**config.mk**
```make
export PLATFORM = sky130hd
export DESIGN_NAME = hasg_host_flat
export DESIGN_NICKNAME = d
export VERILOG_FILES = /design/src/include/hasg_pkg.sv /design/src/include/hasg_if.sv /design/src/logic/hasg_host.sv /design/src/flat_wrapper.sv
export VERILOG_INCLUDE_DIRS = /design/src /design/src/include
export SDC_FILE = /design/constraint.sdc
export NUM_CORES = 1
export LEC_CHECK = 0
export BUFFER_PORTS_ARGS = -buffer_cell sky130_fd_sc_hd__buf_4
export CELL_PAD_IN_SITES_DETAIL_PLACEMENT = 2
export CELL_PAD_IN_SITES_GLOBAL_PLACEMENT = 2
export CORE_ASPECT_RATIO = 1.75
export CORE_MARGIN = 3
export CORE_UTILIZATION = 29
export DETAILED_ROUTE_END_ITERATION = 10
export PLACE_DENSITY_LB_ADDON = 0.2
export SYNTH_ARGS = -nofsm -noshare
export SYNTH_HDL_FRONTEND = slang
export SYNTH_SLANG_ARGS = --single-unit
```
**constraint.sdc**
```tcl
create_clock -name CLOCK_IN -period 10.9 [get_ports CLOCK_IN]
set_clock_uncertainty 0.05 [all_clocks]
set_input_delay 0 -clock CLOCK_IN [delete_from_list [all_inputs] [get_ports CLOCK_IN]]
set_output_delay 0 -clock CLOCK_IN [all_outputs]
set_load 0.01 [all_outputs]
```
**src/include/hasg_consts.svh**
```systemverilog
// Timing and address constants for the host access spacing guard.
// Assumes inclusion by bare name from the include folder.
`ifndef HASG_CONSTS_SVH
`define HASG_CONSTS_SVH

// ---------------------------------------------------------------
// Clock
// ---------------------------------------------------------------
`define HASG_CLK_PERIOD_PS   8000

// ---------------------------------------------------------------
// Minimum spacings in nanoseconds
// ---------------------------------------------------------------
`define HASG_FIFO_POP_NS     135
`define HASG_CSR_DATA_NS     50
`define HASG_TCFG_SELF_NS    55
`define HASG_TCFG_CNT_NS     170
`define HASG_TS_CFG_NS       70
`define HASG_TS_STS_NS       50
`define HASG_IRQ_WR_NS       60
`define HASG_DUMMY_CYC_NS    45

// Whole clock cycles, rounded up.
`define HASG_NS2CYC(ns) (((ns) * 1000 + `HASG_CLK_PERIOD_PS - 1) / \
   `HASG_CLK_PERIOD_PS)

// ---------------------------------------------------------------
// Word addresses of the resources involved (word index)
// ---------------------------------------------------------------
`define HASG_A_RX_DATA_FIFO  8'h00
`define HASG_A_RX_STS_FIFO   8'h10
`define HASG_A_TX_DATA_FIFO  8'h08
`define HASG_A_TX_STS_FIFO   8'h12
`define HASG_A_RX_FIFO_INFO  8'h1f
`define HASG_A_TX_FIFO_INFO  8'h20
`define HASG_A_IRQ_CFG       8'h15
`define HASG_A_GLB_IRQ_STS   8'h16
`define HASG_A_BYTE_TEST     8'h19
`define HASG_A_TIMER_CFG     8'h23
`define HASG_A_TIMER_CNT     8'h24
`define HASG_A_TS_CMD        8'h29
`define HASG_A_TS_IRQ_STS    8'h2a
`define HASG_A_TS_IRQ_EN     8'h2b
`define HASG_A_PIN_IRQ_STSEN 8'h7a
`define HASG_A_FAB_DATA      8'h6b
`define HASG_A_FAB_CMD       8'h6c

`endif

```
**src/include/hasg_pkg.sv**
```systemverilog
// Types shared by both ends of the host access spacing guard.
// Assumes the constants header is available on the include path.
package hasg_pkg;

   // ------------------------------------------------------------
   // Types
   // ------------------------------------------------------------
   typedef logic [7:0]  hasg_addr_t;
   typedef logic [15:0] hasg_data_t;

   // Width of one bus cycle.
   typedef enum logic [1:0] {
      HASG_W8,
      HASG_W16,
      HASG_W32
   } hasg_width_t;

endpackage : hasg_pkg

```
**src/include/hasg_if.sv**
```systemverilog
// Host bus between the host sequencer and the device register side.
// Assumes both ends share one clock and a synchronous reset.
`timescale 1ns/1ps
interface hasg_if
   import hasg_pkg::*;
   (input wire logic clk);

   // ------------------------------------------------------------
   // Signals
   // ------------------------------------------------------------
   logic        req;
   logic        wr;
   hasg_addr_t  addr;
   logic [1:0]  part;
   logic        last;
   hasg_data_t  wdata;
   logic        ack;
   hasg_data_t  rdata;

   modport host (output req, wr, addr, part, last, wdata,
                 input ack, rdata);
   modport dev  (input req, wr, addr, part, last, wdata,
                 output ack, rdata);
endinterface : hasg_if

```
**src/logic/hasg_host.sv**
```systemverilog
// Host end: sequences register accesses and stalls reads that must
// wait after a side-effecting access.
// Assumes the device answers each request with ack one cycle later.
`timescale 1ns/1ps
`include "hasg_consts.svh"
module hasg_host
   (
   // Clock and reset
   input  wire logic         CLOCK_IN,
   input  wire logic         RST_IN,
   // Command port
   input  wire logic         CMD_VALID_IN,
   output logic              CMD_READY_OUT,
   input  wire logic         CMD_WR_IN,
   input  wire hasg_pkg::hasg_addr_t CMD_ADDR_IN,
   input  wire logic [1:0]   CMD_PART_IN,
   input  wire logic         CMD_LAST_IN,
   input  wire hasg_pkg::hasg_data_t CMD_WDATA_IN,
   input  wire logic         FAB_AUTO_IN,
   output logic              RSP_VALID_OUT,
   output hasg_pkg::hasg_data_t RSP_DATA_OUT,
   // Host bus
   hasg_if.host              BUS
   );
   import hasg_pkg::*;

   // ------------------------------------------------------------
   // Spacing counts, one per guarded target
   // ------------------------------------------------------------
   // Each count is the nanosecond minimum rounded up to whole clocks.
   // The countdown starts at the go edge and the read is issued one
   // cycle after it clears, so every gap carries one clock of margin;
   // that costs a cycle per guarded read but keeps the compare simple.
   localparam int NT = 6;
   localparam logic [7:0] C_POP  = 8'(`HASG_NS2CYC(`HASG_FIFO_POP_NS));
   localparam logic [7:0] C_CSR  = 8'(`HASG_NS2CYC(`HASG_CSR_DATA_NS));
   localparam logic [7:0] C_TSLF = 8'(`HASG_NS2CYC(`HASG_TCFG_SELF_NS));
   localparam logic [7:0] C_TCNT = 8'(`HASG_NS2CYC(`HASG_TCFG_CNT_NS));
   localparam logic [7:0] C_TSC  = 8'(`HASG_NS2CYC(`HASG_TS_CFG_NS));
   localparam logic [7:0] C_TSS  = 8'(`HASG_NS2CYC(`HASG_TS_STS_NS));
   localparam logic [7:0] C_IRQ  = 8'(`HASG_NS2CYC(`HASG_IRQ_WR_NS));

   typedef enum logic [1:0] {ST_IDLE, ST_BUSY} hasg_st_t;
   hasg_st_t   st_r;
   logic [7:0] wait_r [NT];
   logic [7:0] load   [NT];
   hasg_addr_t tgt    [NT];
   logic       blocked;
   logic       go;
   logic       last_piece;

   // Targets: rx info, tx info, fabric command, timer config,
   // timer count, interrupt configuration; status regs use their own
   // countdown ts_sts_r through a separate compare below.
   assign tgt[0] = `HASG_A_RX_FIFO_INFO;
   assign tgt[1] = `HASG_A_TX_FIFO_INFO;
   assign tgt[2] = `HASG_A_FAB_CMD;
   assign tgt[3] = `HASG_A_TIMER_CFG;
   assign tgt[4] = `HASG_A_TIMER_CNT;
   assign tgt[5] = `HASG_A_IRQ_CFG;

   assign last_piece = CMD_LAST_IN;

   // Load values: each issued access arms only the pairs it touches.
   always_comb begin
      for (int i = 0; i < NT; i++) load[i] = 8'h00;
      if (go && last_piece) begin
         if (!CMD_WR_IN) begin
            if (CMD_ADDR_IN == `HASG_A_RX_DATA_FIFO ||
                CMD_ADDR_IN == `HASG_A_RX_STS_FIFO)
               load[0] = C_POP;
            if (CMD_ADDR_IN == `HASG_A_TX_STS_FIFO)
               load[1] = C_POP;
         end
         if (CMD_ADDR_IN == `HASG_A_FAB_DATA && FAB_AUTO_IN)
            load[2] = C_CSR;
         if (CMD_WR_IN) begin
            unique case (CMD_ADDR_IN)
               `HASG_A_TIMER_CFG: begin
                  load[3] = C_TSLF;
                  load[4] = C_TCNT;
               end
               `HASG_A_TS_CMD:        load[5] = C_TSC;
               `HASG_A_TS_IRQ_STS:    load[5] = C_IRQ;
               `HASG_A_TS_IRQ_EN:     load[5] = C_IRQ;
               `HASG_A_PIN_IRQ_STSEN: load[5] = C_IRQ;
               default: ;
            endcase
         end
      end
   end

   // Timestamp status follow-up after a timestamp command write.
   logic [7:0] ts_sts_r;
   always_ff @(posedge CLOCK_IN) begin
      if (RST_IN) ts_sts_r <= 8'h00;
      else if (go && last_piece && CMD_WR_IN &&
               CMD_ADDR_IN == `HASG_A_TS_CMD)
         ts_sts_r <= C_TSS;
      else if (ts_sts_r != 8'h00) ts_sts_r <= ts_sts_r - 8'h01;
   end

   // Per-pair countdowns; each cycle that passes, including dummy
   // reads, counts toward the wait, so dummy reads are optional.
   for (genvar g = 0; g < NT; g++) begin : g_wait
      always_ff @(posedge CLOCK_IN) begin
         if (RST_IN) wait_r[g] <= 8'h00;
         else if (load[g] > wait_r[g]) wait_r[g] <= load[g];
         else if (wait_r[g] != 8'h00) wait_r[g] <= wait_r[g] - 8'h01;
      end
   end

   // ------------------------------------------------------------
   // Command acceptance
   // ------------------------------------------------------------
   // Beyond the busy wait, a read stalls only while its own pair still counts down.
   // Writes are held back only by the busy wait, so a write burst cannot deadlock
   // behind a countdown that only a later read cares about.
   always_comb begin
      blocked = 1'b0;
      if (!CMD_WR_IN) begin
         for (int i = 0; i < NT; i++)
            if (CMD_ADDR_IN == tgt[i] && wait_r[i] != 8'h00)
               blocked = 1'b1;
         if ((CMD_ADDR_IN == `HASG_A_GLB_IRQ_STS ||
              CMD_ADDR_IN == `HASG_A_TS_IRQ_STS) && ts_sts_r != 8'h00)
            blocked = 1'b1;
      end
   end

   assign CMD_READY_OUT = (st_r == ST_IDLE) && !blocked;
   assign go            = CMD_VALID_IN && CMD_READY_OUT;

   // ------------------------------------------------------------
   // Bus cycle
   // ------------------------------------------------------------
   // Request for one cycle, then wait for ack. Only one access is in
   // flight, which keeps the spacing arithmetic free of overlap.
   logic       req_r;
   logic       wr_r;
   hasg_addr_t addr_r;
   logic [1:0] part_r;
   logic       last_r;
   hasg_data_t wdata_r;
   always_ff @(posedge CLOCK_IN) begin
      if (RST_IN) begin
         st_r    <= ST_IDLE;
         req_r   <= 1'b0;
         wr_r    <= 1'b0;
         addr_r  <= 8'h00;
         part_r  <= 2'h0;
         last_r  <= 1'b0;
         wdata_r <= 16'h0000;
      end else begin
         req_r <= go;
         unique case (st_r)
            ST_IDLE: if (go) begin
               st_r    <= ST_BUSY;
               wr_r    <= CMD_WR_IN;
               addr_r  <= CMD_ADDR_IN;
               part_r  <= CMD_PART_IN;
               last_r  <= CMD_LAST_IN;
               wdata_r <= CMD_WDATA_IN;
            end
            ST_BUSY: if (BUS.ack) st_r <= ST_IDLE;
            default: st_r <= ST_IDLE;
         endcase
      end
   end

   // ------------------------------------------------------------
   // Response
   // ------------------------------------------------------------
   // Response capture. Writes return a pulse too, so a caller can
   // pace itself on completions alone.
   logic       rsp_v_r;
   hasg_data_t rsp_d_r;
   always_ff @(posedge CLOCK_IN) begin
      if (RST_IN) begin
         rsp_v_r <= 1'b0;
         rsp_d_r <= 16'h0000;
      end else begin
         rsp_v_r <= (st_r == ST_BUSY) && BUS.ack;
         if ((st_r == ST_BUSY) && BUS.ack) rsp_d_r <= BUS.rdata;
      end
   end

   assign BUS.req       = req_r;
   assign BUS.wr        = wr_r;
   assign BUS.addr      = addr_r;
   assign BUS.part      = part_r;
   assign BUS.last      = last_r;
   assign BUS.wdata     = wdata_r;
   assign RSP_VALID_OUT = rsp_v_r;
   assign RSP_DATA_OUT  = rsp_d_r;
endmodule : hasg_host

```
**src/flat_wrapper.sv**
```systemverilog
// flat-port wrapper written by rule: the top's interface ports become plain ports
module hasg_host_flat import hasg_pkg::*;
  (CLOCK_IN, RST_IN, CMD_VALID_IN, CMD_READY_OUT, CMD_WR_IN, CMD_ADDR_IN, CMD_PART_IN, CMD_LAST_IN, CMD_WDATA_IN, FAB_AUTO_IN, RSP_VALID_OUT, RSP_DATA_OUT, clk, BUS_req, BUS_wr, BUS_addr, BUS_part, BUS_last, BUS_wdata, BUS_ack, BUS_rdata);
  hasg_if BUS_i (.clk(clk));
  input  wire logic CLOCK_IN;
  input  wire logic RST_IN;
  input  wire logic CMD_VALID_IN;
  output logic CMD_READY_OUT;
  input  wire logic CMD_WR_IN;
  input  wire hasg_pkg::hasg_addr_t CMD_ADDR_IN;
  input  wire logic [1:0] CMD_PART_IN;
  input  wire logic CMD_LAST_IN;
  input  wire hasg_pkg::hasg_data_t CMD_WDATA_IN;
  input  wire logic FAB_AUTO_IN;
  output logic RSP_VALID_OUT;
  output hasg_pkg::hasg_data_t RSP_DATA_OUT;
  input wire logic clk;
  output wire logic [$bits(BUS_i.req)-1:0] BUS_req;
  output wire logic [$bits(BUS_i.wr)-1:0] BUS_wr;
  output wire logic [$bits(BUS_i.addr)-1:0] BUS_addr;
  output wire logic [$bits(BUS_i.part)-1:0] BUS_part;
  output wire logic [$bits(BUS_i.last)-1:0] BUS_last;
  output wire logic [$bits(BUS_i.wdata)-1:0] BUS_wdata;
  input wire logic [$bits(BUS_i.ack)-1:0] BUS_ack;
  input wire logic [$bits(BUS_i.rdata)-1:0] BUS_rdata;
  assign BUS_req = BUS_i.req;
  assign BUS_wr = BUS_i.wr;
  assign BUS_addr = BUS_i.addr;
  assign BUS_part = BUS_i.part;
  assign BUS_last = BUS_i.last;
  assign BUS_wdata = BUS_i.wdata;
  assign BUS_i.ack = BUS_ack;
  assign BUS_i.rdata = BUS_rdata;
  hasg_host u_core (.CLOCK_IN(CLOCK_IN), .RST_IN(RST_IN), .CMD_VALID_IN(CMD_VALID_IN), .CMD_READY_OUT(CMD_READY_OUT), .CMD_WR_IN(CMD_WR_IN), .CMD_ADDR_IN(CMD_ADDR_IN), .CMD_PART_IN(CMD_PART_IN), .CMD_LAST_IN(CMD_LAST_IN), .CMD_WDATA_IN(CMD_WDATA_IN), .FAB_AUTO_IN(FAB_AUTO_IN), .RSP_VALID_OUT(RSP_VALID_OUT), .RSP_DATA_OUT(RSP_DATA_OUT), .BUS(BUS_i));
endmodule
```
# After elaboration in Yosys (flattened, before gate mapping)

Memory sizes are Yosys's and may differ from the RTL's.
Index checks and enable logic that the tools add are counted.
W data, S select, Z words.

Div/mod/pow operators: 0
Equality and inequality tests: 17
Shifts and indexed selects: 0
Bitwise logic cells: 12
Order comparisons: 6
Reduce and logical (&&, ||, !) cells: 31
Multipliers: 0
Add/sub/neg operators: 7
Multiplexer cells: 77

Operators with widths:

| kind                  | number |
|---|---|
| $mux W8               | 12 |
| $reduce_bool A8 Y1    | 7 |
| $sub A8 B1 Y8 const B | 7 |
| $mux W1               | 52 |
| $eq A8 B6 Y1 const B  | 6 |
| $gt A8 B8 Y1          | 6 |
| $mux W48              | 1 |
| $eq A8 B5 Y1 const B  | 5 |
| $eq A8 B7 Y1 const B  | 3 |
| $mux W24              | 1 |
| $mux W16              | 1 |
| $logic_and A1 B1 Y1   | 14 |
| $or A1 B1 Y1          | 12 |
| $mux W11              | 1 |
| $mux W5               | 2 |
| $mux W3               | 3 |
| $logic_not A8 Y1      | 1 |
| $pmux W4 S2           | 1 |
| $mux W2               | 2 |
| $pmux W2 S2           | 1 |
| $reduce_and A2 Y1     | 2 |
| $reduce_or A3 Y1      | 1 |
| $eq A2 B1 Y1 const B  | 1 |
| $logic_not A2 Y1      | 1 |
| 6 further kinds       | 7 |

Output and inout bits: 47
Bits of input ports: 50
Register bits after elaboration: 56
Memory bits (read-only): 0
RAM bits: 48
Memories: 1
Bits in latches: 0

Memory list:

| name          | words | width | rd ports | clocked after memory_dff | wr ports | line            | RTL |
|---|---|---|---|---|---|---|---|
| u_core.wait_r | 6     | 8     | 6        | 0                        | 6        | hasg_host.sv:45 | `logic [7:0] wait_r [NT];` |

# Logic depth before layout (Yosys ltp)

An unclocked memory read counts as a cell.

Depth in word-level cells: 22
Depth in mapped cells: 16
Mapped depth without buffers: 13

# Worst setup path before layout

Ideal clock, no wire load.

Path kind: register to register
Start point: memory u_core.wait_r[1][0], in the netlist u_core.wait_r[0][8]
End point: memory u_core.wait_r[2][0], in the netlist u_core.wait_r[1][0] (enable)
Arrival: 3664 ps
Required time: 10489 ps
Stages on the path, launching flop included: 15
Setup time: 361 ps
Slack: 6825 ps
Buffers on the path: 2
Cells stage by stage: edfxtp_1 > inv_1 > ha_1 > or4b_4 > or3_1 > a311o_1 > buf_6 > o31a_4 > buf_6 > nor3b_1 > ha_1 > nor2b_1 > o21a_1 > o21ai_0 > nand4_1

RTL lines:

| element     | line |
|---|---|
| from (decl) | hasg_host.sv:45 |

==> out/results.tsv <==
stage	metric	value	unit
global_routing	grt_max_degree	48	
cells_and_area	fin_nets	849	
yosys	synth_flop_cell	dfxtp_1	
routing	wirelength	18900	µm
power	power_frac_seq	39.5	%
worst_setup_path	crit_type	flop to flop	
timing	slew_headroom	25.3	%
clock_network	worstSkewPairLatency	0.37	ns
yosys	yosys.area.top_type_share	25.1	%
routing	route.detailed.drc	0	
power	clkPwrFrac	20.9	%
yosys	synth_warnings	0	
timing	final.min_clock_period	4.96	ns
clock_network	root_buffer	clkbuf_16	
yosys	ys_async_sr_fraction	0	%
power	power.net_switching	603	µW
clock_network	tritoncts	built	
global_routing	antenna_found_initial	0	
worst_setup_path	crit_fanout	33	
routing	vias	5365	
die	ioPinCount	97	
yosys	ys_seq_elements	103	
power	pwr-share-comb	39.6	%
cells_and_area	antenna_cells	0	
yosys	syn_area	5740	µm²
power	internal-power	953	µW
power	ir_worst_vdd	0.0803	mV
worst_setup_path	timing.rr.start	u_core.ts_sts_r[0]$_SDFFE_PP0P_	
worst_setup_path	rrSetupSlack	5.94	ns
place	io_buffers	95	
worst_setup_path	arrival	4.87	ns
global_routing	grt_pass1_vias	6172	
timing	tightestPinTransition	1.12	ns
min_path	hp-start	RST_IN	
yosys	synth.distinct_cells	52	
place	gp_congestion	0.821	
routing	firstDrtPassIters	4	
clock_network	cts.clk_slew.worst_paths	0.07	ns
yosys	synth_area_leaders	edfxtp_1 (25%), dfxtp_1 (19%), nand2_1 (7.2%)	
clock_network	cts.htree.levels	3	
power	switching_share	38.7	%
worst_setup_path	critical_path.startpoint	u_core.ts_sts_r[0]$_SDFFE_PP0P_	
timing	max_freq	202	MHz
power	p_leak	3.03	nW
die	die_y	192	µm
global_routing	grt_pass1_wl	31900	µm
yosys	synth_top_cell_by_area	edfxtp_1	
routing	first_iter_violations	149	
worst_setup_path	startpoint_type	flop	
yosys	yosysMostFrequentCell	nand2_1	
clock_network	clock-sinks	103	
routing	viasPerCell	5.26	
global_routing	grt_overflow_total	0	
clock_network	numCtsBuffers	9	
timing	rsz0062_at_grt	no	
timing	min_period_over_period	45.5	%
min_path	hp-class	primary input to flop	
routing	detail_route.wl_per_cell	18.5	µm
die	core_area	19300	µm²
cells_and_area	fillers	2131	
worst_setup_path	end_kind	flop	
yosys	synth_area_per_cell	8.86	µm²
yosys	synth-edff-count	48	
timing	final.setup.tns	0	ns
place	dp_hpwl	13600	µm
yosys	syn_nets	723	
clock_network	clockBufferDepth	2	
yosys	synth-seq-area-share	44.3	%
die	rows	67	
timing	setup_violations	0	
power	powerDensity	211	nW/µm²
die	start_util	29.7	%
routing	antenna_left	0	
cells_and_area	seqCellArea	2540	µm²
yosys	netlist_top_cells_count	nand2_1 (110), dfxtp_1 (55), nor2_1 (54)	
worst_setup_path	crit_required	10.81	ns
cells_and_area	multi_input_area	2940	µm²
timing	hold_viol_final	0	
status	status	completed	
clock_network	cts_resized	0	
job	cap_violations	0	
timing	maxSlewViolCount	0	
clock_network	post_cts_buffers	0	
cells_and_area	final_layout_size_suffix_gt1_share	16.1	%
global_routing	grt_use_total	18.3	%
timing	hold_ws	0.0471	ns
die	dieArea	21600	µm²
die	die_w	112	µm
cells_and_area	areaGrowthSynthToFinish	28.8	%
yosys	synth_cells	647	
-- registers in the layout, summed over array words and instances (netlist names) --
signal and cells:
u_core.wait_r 48, u_core.BUS.wdata 16, u_core.RSP_DATA_OUT 16, u_core.BUS.addr 8, u_core.ts_sts_r 8, u_core.BUS.part 2, u_core.BUS.last 1, u_core.BUS.req 1
u_core.BUS.wr 1, u_core.RSP_VALID_OUT 1, u_core.st_r 1
-- cell families (layout without fill, tap and decap cells) --
logic type / after synthesis / in the layout / share of synthesized area (%)
simple gates: 289 / 289 / 24.2
fa+ha+maj: 26 / 26 / 5.67
mux: 2 / 2 / 0.371
xor+xnor: 36 / 36 / 5.50
compound gates: 130 / 130 / 15.4
flops: 103 / 103 / 44.3
buf+inv: 61 / 192 / 4.56
-- cell type report --
class | count | area share (%)
multi-input cells | 483 | 39.8
well taps | 241 | 4.08
clock inverters | 7 | 0.813
repair buffers | 145 | 16.3
inverters | 31 | 1.58
clock buffers | 9 | 3.05
flip-flops and latches | 103 | 34.4
-- worst max-delay path: stages, from the launching register on --
cell and delay (ns):
dfxtp_1 0.35, inv_1 0.08, ha_1 0.20, or3b_1 0.42
or3b_1 0.51, o2111a_1 0.60, o31a_4 0.70, nor3b_1 0.35
ha_1 0.30, nor2b_1 0.14, o21a_1 0.17, o21ai_0 0.26
nand4_1 0.43
-- cells in the final DEF, fill, tap and decap left out, types with 3 or more instances in the layout --
| cell type | synthesis | routed |
|---|---|---|
| nand2_1 | 110 | 110 |
| buf_4 | 0 | 99 |
| dfxtp_1 | 55 | 55 |
| nor2_1 | 54 | 52 |
| edfxtp_1 | 48 | 48 |
| dlygate4sd3_1 | 0 | 46 |
| a21oi_1 | 33 | 33 |
| o31ai_1 | 33 | 33 |
| inv_1 | 31 | 31 |
| xnor2_1 | 29 | 29 |
| nor3_1 | 28 | 28 |
| and2_1 | 27 | 27 |
| ha_1 | 26 | 26 |
| o211ai_1 | 25 | 25 |
| o21ai_0 | 13 | 13 |
| nand3_1 | 13 | 13 |
| nor4_1 | 11 | 11 |
| nand4_1 | 9 | 9 |
| clkbuf_16 | 0 | 9 |
| or3_1 | 8 | 8 |
| xor2_1 | 7 | 7 |
| or4_1 | 5 | 5 |
| nand2b_1 | 5 | 5 |
| inv_6 | 0 | 5 |
| nor2b_1 | 4 | 4 |
| nor3b_1 | 3 | 3 |
| o22ai_1 | 3 | 3 |
-- power by group through the flow --
stage	clock, mW	combinational [mW]	sequential, mW
floorplan	0	0.438	0.600
global placement	0	0.565	0.615
detailed placement	0	0.604	0.625
CTS	0.341	0.627	0.616
global route	0.358	0.704	0.632
finish	0.326	0.616	0.614
-- metal layers --
layer / part of all wire (%) / global-route usage (%) / up-vias
met2: 55 / 36.0 / 106
li1: - / - / 2563
met1: 39 / 19.5 / 2682
met4: 1.6 / 5.41 / 0
met5: 0 / 0 / -
met3: 3.5 / 3.28 / 14
-- what timing repair did --
item                                   4_1_cts  5_1_grt
hold buffers                                46        0
endpoints found under the hold margin       45        0
setup endpoints to repair                    0        0
-- per-stage QoR --
stage          area, µm²  setup WS [ns]  cells  utilization [%]  power [mW]
2_1_floorplan       5740           6.83    647                -        1.04
3_3_place_gp        6640           6.04    957             34.4        1.18
3_5_place_dp        6640           5.86    957             34.4        1.23
4_1_cts             7390           5.84   1019             38.3        1.58
5_1_grt             7390           5.52   1019             38.3        1.69
6_report            7390           5.94   1019             38.3        1.56
-- final timing paths --
path                                                             to  cells after the start
worst min-delay path                u_core.RSP_VALID_OUT$_SDFF_PP0_                      2
worst max register to register    u_core.wait_r[1][4]$_SDFFCE_PN0P_                     12
worst min register to register  u_core.RSP_DATA_OUT[9]$_SDFFE_PP0P_                      2
worst max-delay path              u_core.wait_r[1][4]$_SDFFCE_PN0P_                     12
Note: power is estimated with default switching activity, not from simulation.
